### src/logic/vsbfc_pkg.sv
// Package: constants and types shared by both ends of the serial bridge link
package vsbfc_pkg;
    localparam int unsigned CLOCK_HZ      = 25000000;
    localparam int unsigned BAUD_DEFAULT  = 115200;
    localparam int unsigned BAUD_MIN      = 9600;
    localparam int unsigned BAUD_MAX      = 921600;
    localparam int unsigned DATA_BITS     = 8;
    localparam int unsigned DIV_W         = 16;
    // Cycles per bit, rounded down
    localparam logic [15:0] DIV_DEFAULT   = 16'(CLOCK_HZ / BAUD_DEFAULT);
    localparam logic [15:0] DIV_SLOWEST   = 16'(CLOCK_HZ / BAUD_MIN);
    localparam logic [15:0] DIV_FASTEST   = 16'(CLOCK_HZ / BAUD_MAX);

    // Handshake modes
    localparam logic [1:0] HS_DISABLED    = 2'h0;
    localparam logic [1:0] HS_RTS         = 2'h1;
    localparam logic [1:0] HS_CTS         = 2'h2;
    localparam logic [1:0] HS_RTSCTS      = 2'h3;

    // Register map of the bridge end
    localparam int unsigned ADDR_W        = 4;
    localparam logic [3:0] REG_CTRL       = 4'h0;
    localparam logic [3:0] REG_DIV        = 4'h1;
    localparam logic [3:0] REG_STATUS     = 4'h2;
    localparam logic [3:0] REG_TXDATA     = 4'h3;
    localparam logic [3:0] REG_RXDATA     = 4'h4;
    localparam logic [3:0] REG_HOST       = 4'h5;

    localparam int unsigned CTRL_MODE_LO  = 0;
    localparam int unsigned CTRL_MODE_HI  = 1;
    localparam int unsigned CTRL_EN       = 2;
    localparam logic [2:0]  CTRL_RESET    = 3'h0;

    localparam int unsigned ST_TXBUSY     = 0;
    localparam int unsigned ST_TXFULL     = 1;
    localparam int unsigned ST_RXFULL     = 2;
    localparam int unsigned ST_PERMIT     = 3;
    localparam int unsigned ST_READY      = 4;
    localparam int unsigned ST_SOCKET     = 5;

    localparam logic [3:0] BIT_LAST       = 4'h9;
    localparam logic [3:0] BIT_ZERO       = 4'h0;

    typedef enum logic [3:0]
    {
        VSB_IDLE  = 4'b0001,
        VSB_START = 4'b0010,
        VSB_DATA  = 4'b0100,
        VSB_STOP  = 4'b1000
    } vsb_state_t;
endpackage : vsbfc_pkg

### src/logic/vsbfc_link_if.sv
// Interface: serial data lines, flow-control lines and link enable
`timescale 1ns/100ps
interface vsbfc_link_if;
    logic targetTx;
    logic targetRx;
    logic sendPermitN;
    logic sendPermitOe;
    logic recvReadyN;
    logic linkEnable;
    // Open line reads high (deasserted) when the bridge does not drive it
    logic sendPermitLineN;
    assign sendPermitLineN = sendPermitOe ? sendPermitN : 1'b1;

    modport bridge
    (
        input  targetTx,
        output targetRx,
        output sendPermitN,
        output sendPermitOe,
        input  recvReadyN,
        input  linkEnable
    );
    modport target
    (
        output targetTx,
        input  targetRx,
        input  sendPermitLineN,
        output recvReadyN,
        output linkEnable
    );
endinterface : vsbfc_link_if

### src/logic/vsbfc_bridge.sv
// Bridge end: board-controller UART with RTS/CTS handshake and register port
`timescale 1ns/100ps
module vsbfc_bridge
    import vsbfc_pkg::*;
(
    input  wire logic              clock,
    input  wire logic              arst_n,
    vsbfc_link_if.bridge           link,
    input  wire logic [ADDR_W-1:0] regAddr,
    input  wire logic [15:0]       regWdata,
    input  wire logic              regWrite,
    input  wire logic              regRead,
    output logic      [15:0]       regRdata,
    input  wire logic              socketConnected
);
    // ==================================================================
    // Registers
    logic [2:0]       ctrl_q;
    logic [15:0]      div_q;
    logic [7:0]       txHold_q;
    logic             txFull_q;
    logic [7:0]       rxHold_q;
    logic             rxFull_q;
    logic             rxFromSock_q;
    logic [15:0]      rdata_q;
    logic [1:0]       mode;
    logic             driveP;
    logic             gateR;
    logic             en;
    logic             hostOk;
    logic             txLoad;
    logic             rxDone;
    logic [7:0]       rxByte;
    logic             rxTake;

    assign mode   = ctrl_q[CTRL_MODE_HI:CTRL_MODE_LO];
    assign en     = ctrl_q[CTRL_EN] & link.linkEnable;
    assign driveP = (mode == HS_RTS) | (mode == HS_RTSCTS);
    assign gateR  = (mode == HS_CTS) | (mode == HS_RTSCTS);
    // USB path is the default host; socket wins when connected
    assign hostOk = ~socketConnected | regAddr[ADDR_W-1];
    assign rxTake = regRead & (regAddr == REG_RXDATA) & hostOk;

    always_ff @(posedge clock or negedge arst_n)
    begin
        if (!arst_n)
        begin
            ctrl_q <= CTRL_RESET;
            div_q  <= DIV_DEFAULT;
        end
        else if (regWrite && regAddr == REG_CTRL)
            ctrl_q <= regWdata[2:0];
        else if (regWrite && regAddr == REG_DIV)
        begin
            // Clamp keeps the rate inside the supported span
            if (regWdata > DIV_SLOWEST)
                div_q <= DIV_SLOWEST;
            else if (regWdata < DIV_FASTEST)
                div_q <= DIV_FASTEST;
            else
                div_q <= regWdata;
        end
    end

    // ==================================================================
    // Transmit holding byte
    always_ff @(posedge clock or negedge arst_n)
    begin
        if (!arst_n)
        begin
            txHold_q <= 8'h00;
            txFull_q <= 1'b0;
        end
        else if (regWrite && regAddr == REG_TXDATA && !txFull_q && hostOk)
        begin
            txHold_q <= regWdata[7:0];
            txFull_q <= 1'b1;
        end
        else if (txLoad)
            txFull_q <= 1'b0;
    end

    // ==================================================================
    // Receive holding byte, set only while empty; a read clears it and a byte arriving when full is dropped
    always_ff @(posedge clock or negedge arst_n)
    begin
        if (!arst_n)
        begin
            rxHold_q     <= 8'h00;
            rxFull_q     <= 1'b0;
            rxFromSock_q <= 1'b0;
        end
        else if (rxDone && !rxFull_q)
        begin
            rxHold_q     <= rxByte;
            rxFull_q     <= 1'b1;
            rxFromSock_q <= socketConnected;
        end
        else if (rxTake)
            rxFull_q <= 1'b0;
    end

    // Permit drops as soon as the buffer is full
    assign link.sendPermitOe = driveP;
    assign link.sendPermitN  = rxFull_q | ~en;

    // ==================================================================
    // Serial engines
    vsbfc_uart_tx #(.DIV_WIDTH(DIV_W)) uTx
    (
        .clock   (clock),
        .arst_n  (arst_n),
        .div     (div_q),
        .start   (txFull_q & en & (~gateR | ~link.recvReadyN)),
        .data    (txHold_q),
        .loaded  (txLoad),
        .busy    (),
        .line    (link.targetRx)
    );

    vsbfc_uart_rx #(.DIV_WIDTH(DIV_W)) uRx
    (
        .clock   (clock),
        .arst_n  (arst_n),
        .div     (div_q),
        .enable  (en),
        .line    (link.targetTx),
        .done    (rxDone),
        .data    (rxByte)
    );

    // ==================================================================
    // Read port
    always_ff @(posedge clock or negedge arst_n)
    begin
        if (!arst_n)
            rdata_q <= 16'h0000;
        else if (regRead)
        begin
            unique case (regAddr)
                REG_CTRL:   rdata_q <= {13'h0000, ctrl_q};
                REG_DIV:    rdata_q <= div_q;
                REG_STATUS: rdata_q <= {10'h000, socketConnected, ~link.recvReadyN,
                                        ~link.sendPermitN, rxFull_q, txFull_q, txLoad};
                REG_RXDATA: rdata_q <= hostOk ? {8'h00, rxHold_q} : 16'h0000;
                REG_HOST:   rdata_q <= {15'h0000, rxFromSock_q};
                default:    rdata_q <= 16'h0000;
            endcase
        end
        else
            rdata_q <= 16'h0000;
    end
    assign regRdata = rdata_q;
endmodule : vsbfc_bridge

module vsbfc_uart_rx
    import vsbfc_pkg::*;
#(
    parameter int DIV_WIDTH = 16
)
(
    input  wire logic                 clock,
    input  wire logic                 arst_n,
    input  wire logic [DIV_WIDTH-1:0] div,
    input  wire logic                 enable,
    input  wire logic                 line,
    output logic                      done,
    output logic [7:0]                data
);
    vsb_state_t           st_q;
    logic [DIV_WIDTH-1:0] cnt_q;
    logic [2:0]           n_q;
    logic [7:0]           sh_q;
    logic                 done_q;
    assign done = done_q;
    assign data = sh_q;

    always_ff @(posedge clock or negedge arst_n)
    begin
        if (!arst_n)
        begin
            st_q   <= VSB_IDLE;
            cnt_q  <= '0;
            n_q    <= 3'h0;
            sh_q   <= 8'h00;
            done_q <= 1'b0;
        end
        else
        begin
            done_q <= 1'b0;
            unique case (st_q)
                VSB_IDLE:
                    if (enable && !line)
                    begin
                        st_q  <= VSB_START;
                        cnt_q <= {1'b0, div[DIV_WIDTH-1:1]};
                    end
                VSB_START:
                    if (cnt_q != '0)
                        cnt_q <= cnt_q - 1'b1;
                    else if (line)
                        st_q <= VSB_IDLE;
                    else
                    begin
                        st_q  <= VSB_DATA;
                        cnt_q <= div - 1'b1;
                        n_q   <= 3'h0;
                    end
                VSB_DATA:
                    if (cnt_q != '0)
                        cnt_q <= cnt_q - 1'b1;
                    else
                    begin
                        sh_q  <= {line, sh_q[7:1]};
                        cnt_q <= div - 1'b1;
                        n_q   <= n_q + 1'b1;
                        if (n_q == 3'(DATA_BITS - 1))
                            st_q <= VSB_STOP;
                    end
                VSB_STOP:
                    if (cnt_q != '0)
                        cnt_q <= cnt_q - 1'b1;
                    else
                    begin
                        st_q   <= VSB_IDLE;
                        done_q <= line & enable;
                    end
            endcase
        end
    end
endmodule : vsbfc_uart_rx

### src/logic/vsbfc_target.sv


module vsbfc_uart_tx
    import vsbfc_pkg::*;
#(
    parameter int DIV_WIDTH = 16
)
(
    input  wire logic                 clock,
    input  wire logic                 arst_n,
    input  wire logic [DIV_WIDTH-1:0] div,
    input  wire logic                 start,
    input  wire logic [7:0]           data,
    output logic                      loaded,
    output logic                      busy,
    output logic                      line
);
    logic [DIV_WIDTH-1:0] cnt_q;
    logic [3:0]           bit_q;
    logic [9:0]           sh_q;
    logic                 idle;
    assign idle   = (bit_q == BIT_ZERO) && (cnt_q == '0);
    assign loaded = idle & start;
    assign busy   = ~idle;
    assign line   = sh_q[0];

    // Once loaded, a frame runs to its stop bit regardless of handshake
    always_ff @(posedge clock or negedge arst_n)
    begin
        if (!arst_n)
        begin
            cnt_q <= '0;
            bit_q <= BIT_ZERO;
            sh_q  <= 10'h3FF;
        end
        else if (loaded)
        begin
            sh_q  <= {1'b1, data, 1'b0};
            cnt_q <= div - 1'b1;
            bit_q <= BIT_LAST;
        end
        else if (cnt_q != '0)
            cnt_q <= cnt_q - 1'b1;
        else if (bit_q != BIT_ZERO)
        begin
            sh_q  <= {1'b1, sh_q[9:1]};
            bit_q <= bit_q - 1'b1;
            // Stop bit is timed too, so back-to-back frames keep a full stop bit
            cnt_q <= div - 1'b1;
        end
    end
endmodule : vsbfc_uart_tx

### src/flat_wrapper.sv
// flat-port wrapper written by rule: the top's interface ports become plain ports
module vsbfc_bridge_flat import vsbfc_pkg::*;
  (clock, arst_n, regAddr, regWdata, regWrite, regRead, regRdata, socketConnected, link_targetTx, link_targetRx, link_sendPermitN, link_sendPermitOe, link_recvReadyN, link_linkEnable);
  vsbfc_link_if link_i ();
  input  wire logic clock;
  input  wire logic arst_n;
  input  wire logic [ADDR_W-1:0] regAddr;
  input  wire logic [15:0] regWdata;
  input  wire logic regWrite;
  input  wire logic regRead;
  output logic      [15:0] regRdata;
  input  wire logic socketConnected;
  input wire logic [$bits(link_i.targetTx)-1:0] link_targetTx;
  output wire logic [$bits(link_i.targetRx)-1:0] link_targetRx;
  output wire logic [$bits(link_i.sendPermitN)-1:0] link_sendPermitN;
  output wire logic [$bits(link_i.sendPermitOe)-1:0] link_sendPermitOe;
  input wire logic [$bits(link_i.recvReadyN)-1:0] link_recvReadyN;
  input wire logic [$bits(link_i.linkEnable)-1:0] link_linkEnable;
  assign link_i.targetTx = link_targetTx;
  assign link_targetRx = link_i.targetRx;
  assign link_sendPermitN = link_i.sendPermitN;
  assign link_sendPermitOe = link_i.sendPermitOe;
  assign link_i.recvReadyN = link_recvReadyN;
  assign link_i.linkEnable = link_linkEnable;
  vsbfc_bridge u_core (.clock(clock), .arst_n(arst_n), .link(link_i), .regAddr(regAddr), .regWdata(regWdata), .regWrite(regWrite), .regRead(regRead), .regRdata(regRdata), .socketConnected(socketConnected));
endmodule
### config.mk
export PLATFORM = sky130hd
export DESIGN_NAME = vsbfc_bridge_flat
export DESIGN_NICKNAME = d
export VERILOG_FILES = /design/src/logic/vsbfc_pkg.sv /design/src/logic/vsbfc_link_if.sv /design/src/logic/vsbfc_bridge.sv /design/src/logic/vsbfc_target.sv /design/src/flat_wrapper.sv
export SDC_FILE = /design/constraint.sdc
export NUM_CORES = 1
export LEC_CHECK = 0
export BUFFER_PORTS_ARGS = -buffer_cell sky130_fd_sc_hd__buf_4
export CORE_UTILIZATION = 50
export DETAILED_ROUTE_END_ITERATION = 6
export PLACE_DENSITY = 0.74
export REMOVE_ABC_BUFFERS = 1
export SETUP_SLACK_MARGIN = 0.3
export SLEW_MARGIN = 20
export SYNTH_ARGS = -nofsm -noshare
export SYNTH_HDL_FRONTEND = slang
export SYNTH_SLANG_ARGS = --single-unit
export TNS_END_PERCENT = 5
### constraint.sdc
create_clock -name clock -period 5.8 [get_ports clock]
set_input_delay 0.29 -clock clock [delete_from_list [all_inputs] [get_ports clock]]
set_output_delay 0.29 -clock clock [all_outputs]
set_load 0.005 [all_outputs]
==> run_summary.xml, run 1 <==
<?xml version="1.0" encoding="UTF-8"?>
<metrics>
  <group name="status">
    <metric name="run_status" unit="">complete, but fails checks</metric>
    <metric name="violations" unit="">DRC</metric>
  </group>
  <group name="detailed_routing">
    <metric name="drt_pass_1_iters" unit="">7</metric>
    <metric name="route.met2.wl" unit="µm">6693</metric>
    <metric name="met3_wirelength" unit="µm">860</metric>
    <metric name="drcViolationCount" unit="">2</metric>
    <metric name="top_layer_used" unit="">met4</metric>
    <metric name="detail_route.wl_per_cell" unit="µm">17.90</metric>
    <metric name="vias" unit="">4953</metric>
    <metric name="postRouteWirelength" unit="µm">14380</metric>
    <metric name="vias_per_cell" unit="">6.168</metric>
    <metric name="met1_wirelength" unit="µm">6425</metric>
    <metric name="dr.first_iter.drc_count" unit="">399</metric>
    <metric name="ant_nets" unit="">0</metric>
  </group>
  <group name="power_and_ir_drop">
    <metric name="power_density" unit="nW/µm²">394.7</metric>
    <metric name="switching_power" unit="mW">0.9070</metric>
    <metric name="combinationalPowerShare" unit="%">24.4</metric>
    <metric name="cell_internal_pwr" unit="mW">1.884</metric>
    <metric name="cellLeakagePower" unit="nW">3.034</metric>
    <metric name="netSwitchingFraction" unit="%">32.50</metric>
    <metric name="clockPowerShare" unit="%">40.2</metric>
    <metric name="post-layout-total-power" unit="mW">2.791</metric>
    <metric name="share_seq_of_total_power" unit="%">35.4</metric>
    <metric name="vdd.ir_drop.worst" unit="V">0.0002251</metric>
  </group>
  <group name="timing">
    <metric name="finalSetupViolCount" unit="">0</metric>
    <metric name="final_critical_path_setup_slack" unit="ns">3.019</metric>
    <metric name="fin_crit_sh" unit="%">47.95</metric>
    <metric name="skew" unit="ns">0.005439</metric>
    <metric name="achievable-frequency" unit="MHz">359.6</metric>
    <metric name="report.final.slew_viol_count" unit="">0</metric>
    <metric name="rsz0062_at_grt" unit="">no</metric>
    <metric name="final.setup.tns" unit="ns">0</metric>
    <metric name="max-slew-margin-rel" unit="%">45.76</metric>
    <metric name="fin_crit_period" unit="ns">2.781</metric>
    <metric name="tightest_slew" unit="ns">0.8119</metric>
    <metric name="final_hold_viol_count" unit="">0</metric>
  </group>
  <group name="clock_tree">
    <metric name="number_of_clock_sinks" unit="">115</metric>
    <metric name="clk_pin_slew_worst_paths" unit="ns">0.06</metric>
    <metric name="ctsHtreeMaxLevel" unit="">4</metric>
    <metric name="cts_setup_buffers" unit="">0</metric>
    <metric name="clk-insertion-delay-late" unit="ns">0.43</metric>
    <metric name="cts_tree" unit="">done</metric>
    <metric name="tritoncts.num_buffers" unit="">17</metric>
    <metric name="cts_root_buffer" unit="">clkbuf_16</metric>
    <metric name="cts_max_path_buffers" unit="">2</metric>
  </group>
  <group name="global_routing">
    <metric name="pin_count_of_the_biggest_net_entering_global_routing" unit="">85</metric>
    <metric name="antenna_violations_before_repair" unit="">0</metric>
    <metric name="groute.usage.overall" unit="%">24.49</metric>
    <metric name="grt_pass1_wl" unit="µm">23900</metric>
    <metric name="grt_overflow_total" unit="">0</metric>
    <metric name="first_global_vias" unit="">4867</metric>
  </group>
  <group name="critical_path">
    <metric name="crit-reg2reg-launch" unit="">u_core.uTx.cnt_q[0]</metric>
    <metric name="crit_path_max_fanout" unit="">18</metric>
    <metric name="crit_type" unit="">flop to flop</metric>
    <metric name="worst-endpoint-required" unit="ns">6.13</metric>
    <metric name="worst_setup_path_start_kind" unit="">flop</metric>
    <metric name="worstSetupStartpoint" unit="">u_core.uTx.cnt_q[0]</metric>
    <metric name="reg2reg_setup_slack" unit="ns">3.02</metric>
    <metric name="endpoint_kind" unit="">flop</metric>
    <metric name="crit_arrival" unit="ns">3.11</metric>
    <metric name="ff2ff_path_depth" unit="">8</metric>
    <metric name="worstReg2RegEnd" unit="">u_core.uTx.sh_q[7]</metric>
    <metric name="worstSetupEndpoint" unit="">u_core.uTx.sh_q[7]</metric>
  </group>
  <group name="floorplan">
    <metric name="design.die.area" unit="µm²">12550</metric>
    <metric name="num_rows" unit="">39</metric>
    <metric name="num_io_pins" unit="">47</metric>
    <metric name="die_height" unit="µm">112.0</metric>
    <metric name="floorplan.core_area" unit="µm²">11610</metric>
    <metric name="floorplan.initialDensity" unit="%">52.13</metric>
    <metric name="fp.dieW" unit="µm">112.0</metric>
  </group>
  <group name="placed_design">
    <metric name="gpl_congestion" unit="">0.8515</metric>
    <metric name="pre_cts_slack" unit="ns">3.067</metric>
    <metric name="port_buffers" unit="">46</metric>
    <metric name="hpwl" unit="µm">9721</metric>
  </group>
  <group name="finish">
    <metric name="n_antenna_cell" unit="">0</metric>
    <metric name="num-fill-cells" unit="">972</metric>
    <metric name="multi_input_area" unit="µm²">2943</metric>
    <metric name="final_layout_size_suffix_gt1_share" unit="%">21.36</metric>
    <metric name="synthToLayoutAreaGrowth" unit="%">16.78</metric>
    <metric name="area.sequential" unit="µm²">2897</metric>
    <metric name="final_net_count" unit="">682</metric>
  </group>
  <group name="synth">
    <metric name="post_synthesis_register_bit_count" unit="">115</metric>
    <metric name="synth.distinct_cells" unit="">72</metric>
    <metric name="synth_top_flop_cell" unit="">dfrtp_1</metric>
    <metric name="synth.most_common_cell" unit="">dfrtp_1</metric>
    <metric name="synth_area_leader_cell" unit="">dfrtp_1</metric>
    <metric name="register_area_share_after_synthesis" unit="%">47.84</metric>
    <metric name="post_synth_fa_ha_maj_area_fraction" unit="%">1.240</metric>
    <metric name="synthXorXnorAreaFrac" unit="%">3.182</metric>
    <metric name="synth_compound_area_share" unit="%">16.24</metric>
    <metric name="yosysWarnings" unit="">0</metric>
    <metric name="synth-async-reset-ratio" unit="%">100.0</metric>
    <metric name="yosys.area_share.simple" unit="%">21.26</metric>
    <metric name="synth_enable_flop_cells" unit="">0</metric>
    <metric name="yosys-mux-area-fraction" unit="%">6.675</metric>
    <metric name="post_synth.cell_area_avg" unit="µm²">9.893</metric>
    <metric name="dominant_combinational_cell_family_by_area_after_synthesis" unit="">simple AND/OR/NAND/NOR gates</metric>
    <metric name="post_synth_inst_count" unit="">612</metric>
    <metric name="post-synth-top-area-fraction" unit="%">41.33</metric>
    <metric name="syn-cell-area" unit="µm²">6055</metric>
    <metric name="ys_top_cells_by_area" unit="">dfrtp_1 (41%), dfstp_2 (6.5%), mux2_2 (5.0%), nor2_1 (4.2%), o21ai_0 (3.2%)</metric>
    <metric name="synth.cells.most_frequent" unit="">dfrtp_1 (100), nor2_1 (68), nand2_1 (45), o21ai_0 (39), a21oi_1 (32)</metric>
  </group>
  <group name="hold_path">
    <metric name="holdCritPathClass" unit="">input port to flop</metric>
  </group>
  <group name="run">
    <metric name="max-cap-violations" unit="">0</metric>
  </group>
</metrics>
## how the worst min path moves through the flow
stage	from	to	depth (start not counted)
2_1_floorplan	arst_n	u_core.ctrl_q[0]	0
3_3_place_gp	arst_n	u_core.uTx.cnt_q[13]	1
3_5_place_dp	arst_n	u_core.uTx.cnt_q[14]	1
4_1_cts	regRead	u_core.rxFull_q	2
5_1_grt	regRead	u_core.rxFull_q	2
6_report	regRead	u_core.rxFull_q	2
## per-stage QoR
step	hold slack (ns)	cell area [µm²]	cells	util (%)
2_1_floorplan	-0.005591	5892	581	-
3_3_place_gp	0.2413	6424	771	55.31
3_5_place_dp	0.2526	6424	771	55.31
4_1_cts	0.06601	7067	803	60.85
5_1_grt	0.09191	7071	803	60.88
6_report	0.08119	7071	803	60.88
## logic make-up (layout without fill, tap and decap cells)
kind of cell               count (synthesis)  count (layout)
and+or+nand+nor                          237             237
AOI/OAI and AO/OA                        150             150
DFF                                      115             115
buffers and inverters                     45              93
muxes                                     37              37
xor gates and xnor gates                  22              22
adders and majority gates                  6               6
## layer usage
| metal | up-vias | global-route usage (%) |
|---|---|---|
| met5 | - | 0 |
| met4 | 0 | 11.91 |
| met3 | 42 | 5.508 |
| met2 | 188 | 37.31 |
| met1 | 2409 | 33.27 |
| li1 | 2314 | - |
## critical path, stage by stage, from the launching register on
cell	delay, ns
dfrtp_1	0.38
inv_1	0.09
ha_1	0.20
or4b_1	0.57
nor4_4	0.25
nand2_4	0.21
nor3_4	0.61
mux2i_1	0.26
a21oi_1	0.09
## final cells by class
type,instances,area share (%)
timing repair buffer,48,5.185
tap,143,2.531
clock inverter,12,2.548
clock buffer,19,6.406
inverter,14,0.7432
multi-input combinational,452,41.62
sequential,115,40.97
## power by group through the flow
| stage | combinational, mW | clock, mW | sequential, mW |
|---|---|---|---|
| final | 0.682 | 1.12 | 0.987 |
| after global routing | 0.755 | 1.17 | 0.999 |
| after CTS | 0.675 | 1.14 | 0.983 |
| after detailed placement | 0.669 | 0 | 0.995 |
| after global placement | 0.643 | 0 | 0.989 |
| after floorplan | 0.503 | 0 | 0.965 |
## registers in the layout (all words and copies together) (netlist names)
name,cells
u_core.rxFromSock_q,1
u_core.txFull_q,1
u_core.txHold_q,8
u_core.rxHold_q,8
u_core.ctrl_q,3
u_core.uTx.cnt_q,16
u_core.uTx.sh_q,9
u_core.uRx.cnt_q,16
u_core.uRx.data,8
u_core.uTx.bit_q,4
u_core.uRx.done,1
u_core.regRdata,16
u_core.uRx.st_q,4
u_core.uRx.n_q,3
u_core.rxFull_q,1
u_core.div_q,16
## placed cells by master, fill, tap and decap left out, drive strengths merged, types with 5 or more instances in the layout
cell type,instances
nor3,30
dfrtp,100
xor2,12
a211oi,7
mux2,27
xnor2,10
clkinvlp,5
a31oi,7
nor2,70
a22o,6
nand3,15
a22oi,7
nor4,15
and2,17
a21oi,32
o21ai,45
or4,7
clkbuf,19
dfstp,15
nand2,46
or3,8
o31ai,9
ha,6
buf,47
inv,15
mux2i,10
nand2b,5
## repair_timing
action | 4_1_cts | 5_1_grt
setup endpoints to repair | 0 | 0
hold buffers | 1 | 0
resized for setup | 0 | 0
hold endpoints to repair | 22 | 0
Power figures use the tool's default switching activity.
==> run 2, diff against run 1 <==
--- a/config.mk
+++ b/config.mk
@@ -5,6 +5,7 @@
 export SDC_FILE = /design/constraint.sdc
 export NUM_CORES = 1
 export LEC_CHECK = 0
+export ABC_AREA = 1
 export BUFFER_PORTS_ARGS = -buffer_cell sky130_fd_sc_hd__buf_4
 export CORE_UTILIZATION = 50
 export DETAILED_ROUTE_END_ITERATION = 6
==> constraint.sdc (replaced) <==
create_clock -name clock -period 2.9 [get_ports clock]
set_input_delay 0.145 -clock clock [delete_from_list [all_inputs] [get_ports clock]]
set_output_delay 0.145 -clock clock [all_outputs]
set_load 0.005 [all_outputs]
==> run 2 against run 1 <==
Combinational power grew 20%. Cell area grew 8.4%. Sequential power grew 94%. Maximum frequency grew 17%. The flow still finishes with violations (DRC). Highest routed layer unchanged. Largest cell class unchanged. Area after synthesis grew 6.7%. Cell count grew 38%. Largest power group unchanged. Wire length grew 21%. Clock power grew 97%.
==> run_summary.xml, run 2 <==
<?xml version="1.0" encoding="UTF-8"?>
<metrics>
  <group name="synth">
    <metric name="register_area_share_after_synthesis" unit="%">44.83</metric>
    <metric name="synth_top_flop_cell" unit="">dfrtp_1</metric>
    <metric name="post_synth_inst_count" unit="">866</metric>
    <metric name="syn-cell-area" unit="µm²">6461</metric>
    <metric name="ys_top_cells_by_area" unit="">dfrtp_1 (39%), nand2_1 (13%), nor2_1 (7.0%), dfstp_2 (6.1%), inv_1 (5.5%)</metric>
    <metric name="yosysWarnings" unit="">0</metric>
    <metric name="synth_enable_flop_cells" unit="">0</metric>
    <metric name="post_synthesis_register_bit_count" unit="">115</metric>
    <metric name="synth_area_leader_cell" unit="">dfrtp_1</metric>
    <metric name="synth-async-reset-ratio" unit="%">100.0</metric>
    <metric name="post-synth-top-area-fraction" unit="%">38.73</metric>
    <metric name="post_synth.cell_area_avg" unit="µm²">7.461</metric>
    <metric name="synth.distinct_cells" unit="">50</metric>
    <metric name="synth.cells.most_frequent" unit="">nand2_1 (219), nor2_1 (121), dfrtp_1 (100), inv_1 (95), nand3_1 (62)</metric>
    <metric name="synth.most_common_cell" unit="">nand2_1</metric>
  </group>
  <group name="critical_path">
    <metric name="worst_setup_path_start_kind" unit="">flop</metric>
    <metric name="ff2ff_path_depth" unit="">9</metric>
    <metric name="endpoint_kind" unit="">flop</metric>
    <metric name="crit_path_max_fanout" unit="">16</metric>
    <metric name="crit_type" unit="">flop to flop</metric>
    <metric name="reg2reg_setup_slack" unit="ns">0.53</metric>
    <metric name="worst-endpoint-required" unit="ns">3.17</metric>
    <metric name="crit-reg2reg-launch" unit="">u_core.uRx.cnt_q[0]</metric>
    <metric name="crit_arrival" unit="ns">2.64</metric>
    <metric name="worstReg2RegEnd" unit="">u_core.uRx.data[7]</metric>
  </group>
  <group name="floorplan">
    <metric name="design.die.area" unit="µm²">13380</metric>
    <metric name="num_io_pins" unit="">47</metric>
    <metric name="floorplan.initialDensity" unit="%">51.20</metric>
    <metric name="die_height" unit="µm">115.7</metric>
    <metric name="floorplan.core_area" unit="µm²">12620</metric>
    <metric name="fp.dieW" unit="µm">115.7</metric>
    <metric name="num_rows" unit="">41</metric>
  </group>
  <group name="placed_design">
    <metric name="placement.cell_area" unit="µm²">6972</metric>
    <metric name="gpl_congestion" unit="">0.8954</metric>
    <metric name="port_buffers" unit="">46</metric>
    <metric name="hpwl" unit="µm">12340</metric>
  </group>
  <group name="hold_path">
    <metric name="hold-path-cell-count" unit="">2</metric>
    <metric name="hold_path_startpoint" unit="">regWdata[6]</metric>
    <metric name="holdCritPathClass" unit="">input port to flop</metric>
    <metric name="whs_endpoint" unit="">u_core.txHold_q[6]</metric>
  </group>
  <group name="finish">
    <metric name="layout_commonest_cell" unit="">nand2_1</metric>
    <metric name="layout.cell_area.non_filler" unit="µm²">7665</metric>
    <metric name="final_layout_size_suffix_gt1_share" unit="%">15.25</metric>
    <metric name="synthToLayoutAreaGrowth" unit="%">18.63</metric>
    <metric name="layout.cells.most_common_list" unit="">nand2_1 (219), nor2_1 (121), dfrtp_1 (100)</metric>
    <metric name="n_antenna_cell" unit="">0</metric>
    <metric name="num-fill-cells" unit="">1130</metric>
    <metric name="final_net_count" unit="">959</metric>
  </group>
  <group name="timing">
    <metric name="fin_crit_period" unit="ns">2.372</metric>
    <metric name="rsz0062_at_grt" unit="">no</metric>
    <metric name="finalSetupViolCount" unit="">0</metric>
    <metric name="fin_crit_sh" unit="%">81.81</metric>
    <metric name="max-slew-margin-rel" unit="%">53.31</metric>
    <metric name="skew" unit="ns">0.006434</metric>
    <metric name="report.final.slew_viol_count" unit="">0</metric>
    <metric name="tightest_slew" unit="ns">0.6950</metric>
    <metric name="final_hold_viol_count" unit="">0</metric>
    <metric name="achievable-frequency" unit="MHz">421.5</metric>
    <metric name="final.setup.tns" unit="ns">0</metric>
  </group>
  <group name="clock_tree">
    <metric name="cts_max_path_buffers" unit="">2</metric>
    <metric name="cts_setup_buffers" unit="">0</metric>
    <metric name="clk_pin_slew_worst_paths" unit="ns">0.05</metric>
    <metric name="clk-insertion-delay-late" unit="ns">0.42</metric>
    <metric name="number_of_clock_sinks" unit="">115</metric>
    <metric name="cts_root_buffer" unit="">clkbuf_16</metric>
    <metric name="ctsHtreeMaxLevel" unit="">4</metric>
    <metric name="tritoncts.num_buffers" unit="">17</metric>
    <metric name="cts_tree" unit="">done</metric>
  </group>
  <group name="global_routing">
    <metric name="pin_count_of_the_biggest_net_entering_global_routing" unit="">56</metric>
    <metric name="grt_overflow_total" unit="">0</metric>
    <metric name="groute.usage.overall" unit="%">28.34</metric>
    <metric name="grt_pass1_wl" unit="µm">28640</metric>
    <metric name="antenna_violations_before_repair" unit="">0</metric>
    <metric name="first_global_vias" unit="">5758</metric>
  </group>
  <group name="power_and_ir_drop">
    <metric name="netSwitchingFraction" unit="%">28.93</metric>
    <metric name="switching_power" unit="mW">1.427</metric>
    <metric name="cellLeakagePower" unit="nW">3.730</metric>
    <metric name="cell_internal_pwr" unit="mW">3.505</metric>
    <metric name="clockPowerShare" unit="%">44.8</metric>
    <metric name="vdd.ir_drop.worst" unit="V">0.0006174</metric>
    <metric name="power_density" unit="nW/µm²">643.4</metric>
    <metric name="combinationalPowerShare" unit="%">16.5</metric>
    <metric name="share_seq_of_total_power" unit="%">38.7</metric>
  </group>
  <group name="run">
    <metric name="max-cap-violations" unit="">0</metric>
  </group>
  <group name="detailed_routing">
    <metric name="vias" unit="">5982</metric>
    <metric name="ant_nets" unit="">0</metric>
    <metric name="detail_route.wl_per_cell" unit="µm">15.62</metric>
    <metric name="drcViolationCount" unit="">1</metric>
    <metric name="dr.first_iter.drc_count" unit="">441</metric>
    <metric name="drt_pass_1_iters" unit="">7</metric>
    <metric name="postRouteWirelength" unit="µm">17330</metric>
    <metric name="vias_per_cell" unit="">5.389</metric>
  </group>
  <group name="status">
    <metric name="violations" unit="">DRC</metric>
    <metric name="run_status" unit="">complete, but fails checks</metric>
  </group>
</metrics>
==> run 2: cell count changes after synthesis, moves of 17 or more <==
cell / delta
inv_1: +82
nand3_1: +49
nor2_1: +53
o21ai_1: +17
mux2_2: -24
nand2_1: +174
==> run 2: timing repair <==
action                    4_1_cts  5_1_grt
hold buffers                    7        1
hold endpoints to repair       35        1
resized for setup               0        0
==> run 2: power by group through the flow <==
stage / clock network, mW / logic [mW] / registers [mW]
5_1_grt: 2.29 / 0.938 / 1.92
6_report: 2.21 / 0.815 / 1.91
3_5_place_dp: 0 / 0.787 / 1.93
3_3_place_gp: 0 / 0.777 / 1.93
2_1_floorplan: 0 / 0.543 / 1.88
4_1_cts: 2.23 / 0.803 / 1.90
==> run 2: metrics by stage <==
| step | hold WS, ns | total power [mW] | std cells | util, % | worst slack [ns] |
|---|---|---|---|---|---|
| after floorplan | -0.1506 | 2.423 | 849 | - | 1.057 |
| after global placement | 0.09684 | 2.703 | 1070 | 55.24 | 0.7398 |
| after detailed placement | 0.1019 | 2.713 | 1070 | 55.24 | 0.6566 |
| after CTS | 0.003966 | 4.933 | 1109 | 60.66 | 0.5937 |
| after global routing | 0.01878 | 5.153 | 1110 | 60.74 | 0.3823 |
| final | 0.02366 | 4.931 | 1110 | 60.74 | 0.5276 |
==> run 2: layout make-up <==
class,count,area (µm²),area share [%]
inverters,112,420.4,5.485
multi-input cells,622,3059,39.91
well taps,172,215.2,2.808
clock inverters,10,158.9,2.073
flip-flops and latches,115,2897,37.79
clock buffers,22,454.2,5.926
repair buffers,57,460.4,6.007
==> run 2: per-layer routing <==
metal,vias to the layer above,share of wire [%],routed length [µm],track usage [%]
met2,216,47,8142,44.15
met5,-,0,0,0
met3,26,6.1,1056,6.276
li1,2937,-,-,-
met4,0,2.1,372,11.03
met1,2803,45,7761,38.72
==> run 2: kinds of logic (layout without fill, tap and decap cells) <==
group / Yosys count / count (layout) / synth area share (%)
AO/OA/AOI/OAI: 131 / 131 / 11.87
XOR/XNOR: 14 / 14 / 1.898
adder cells (fa/ha/maj): 6 / 6 / 1.162
buffers and inverters: 129 / 201 / 7.823
flip-flops: 115 / 115 / 44.83
multiplexers: 3 / 3 / 0.5228
AND/OR/NAND/NOR: 468 / 468 / 31.89
==> run 2: worst max-delay path, stage by stage (launching register included) <==
cell     delay, ns
dfrtp_1       0.39
inv_1         0.11
ha_1          0.23
nand2_1       0.11
nor2_2        0.14
nand2_1       0.30
inv_2         0.29
nand2_1       0.37
nand2_1       0.18
o21ai_1       0.10
==> run 2: how the worst max path moves through the flow <==
| stage | to | cells past startpoint | from | slack, ns |
|---|---|---|---|---|
| 6_report | u_core.uRx.data[7] | 9 | u_core.uRx.cnt_q[0] | 0.53 |
| 3_3_place_gp | u_core.uRx.data[4] | 9 | u_core.uRx.cnt_q[0] | 0.74 |
| 5_1_grt | u_core.uRx.data[7] | 9 | u_core.uRx.cnt_q[0] | 0.38 |
| 2_1_floorplan | u_core.uRx.data[0] | 9 | u_core.uRx.cnt_q[0] | 1.06 |
| 4_1_cts | u_core.uRx.data[7] | 9 | u_core.uRx.cnt_q[0] | 0.59 |
| 3_5_place_dp | u_core.uRx.data[7] | 9 | u_core.uRx.cnt_q[0] | 0.66 |
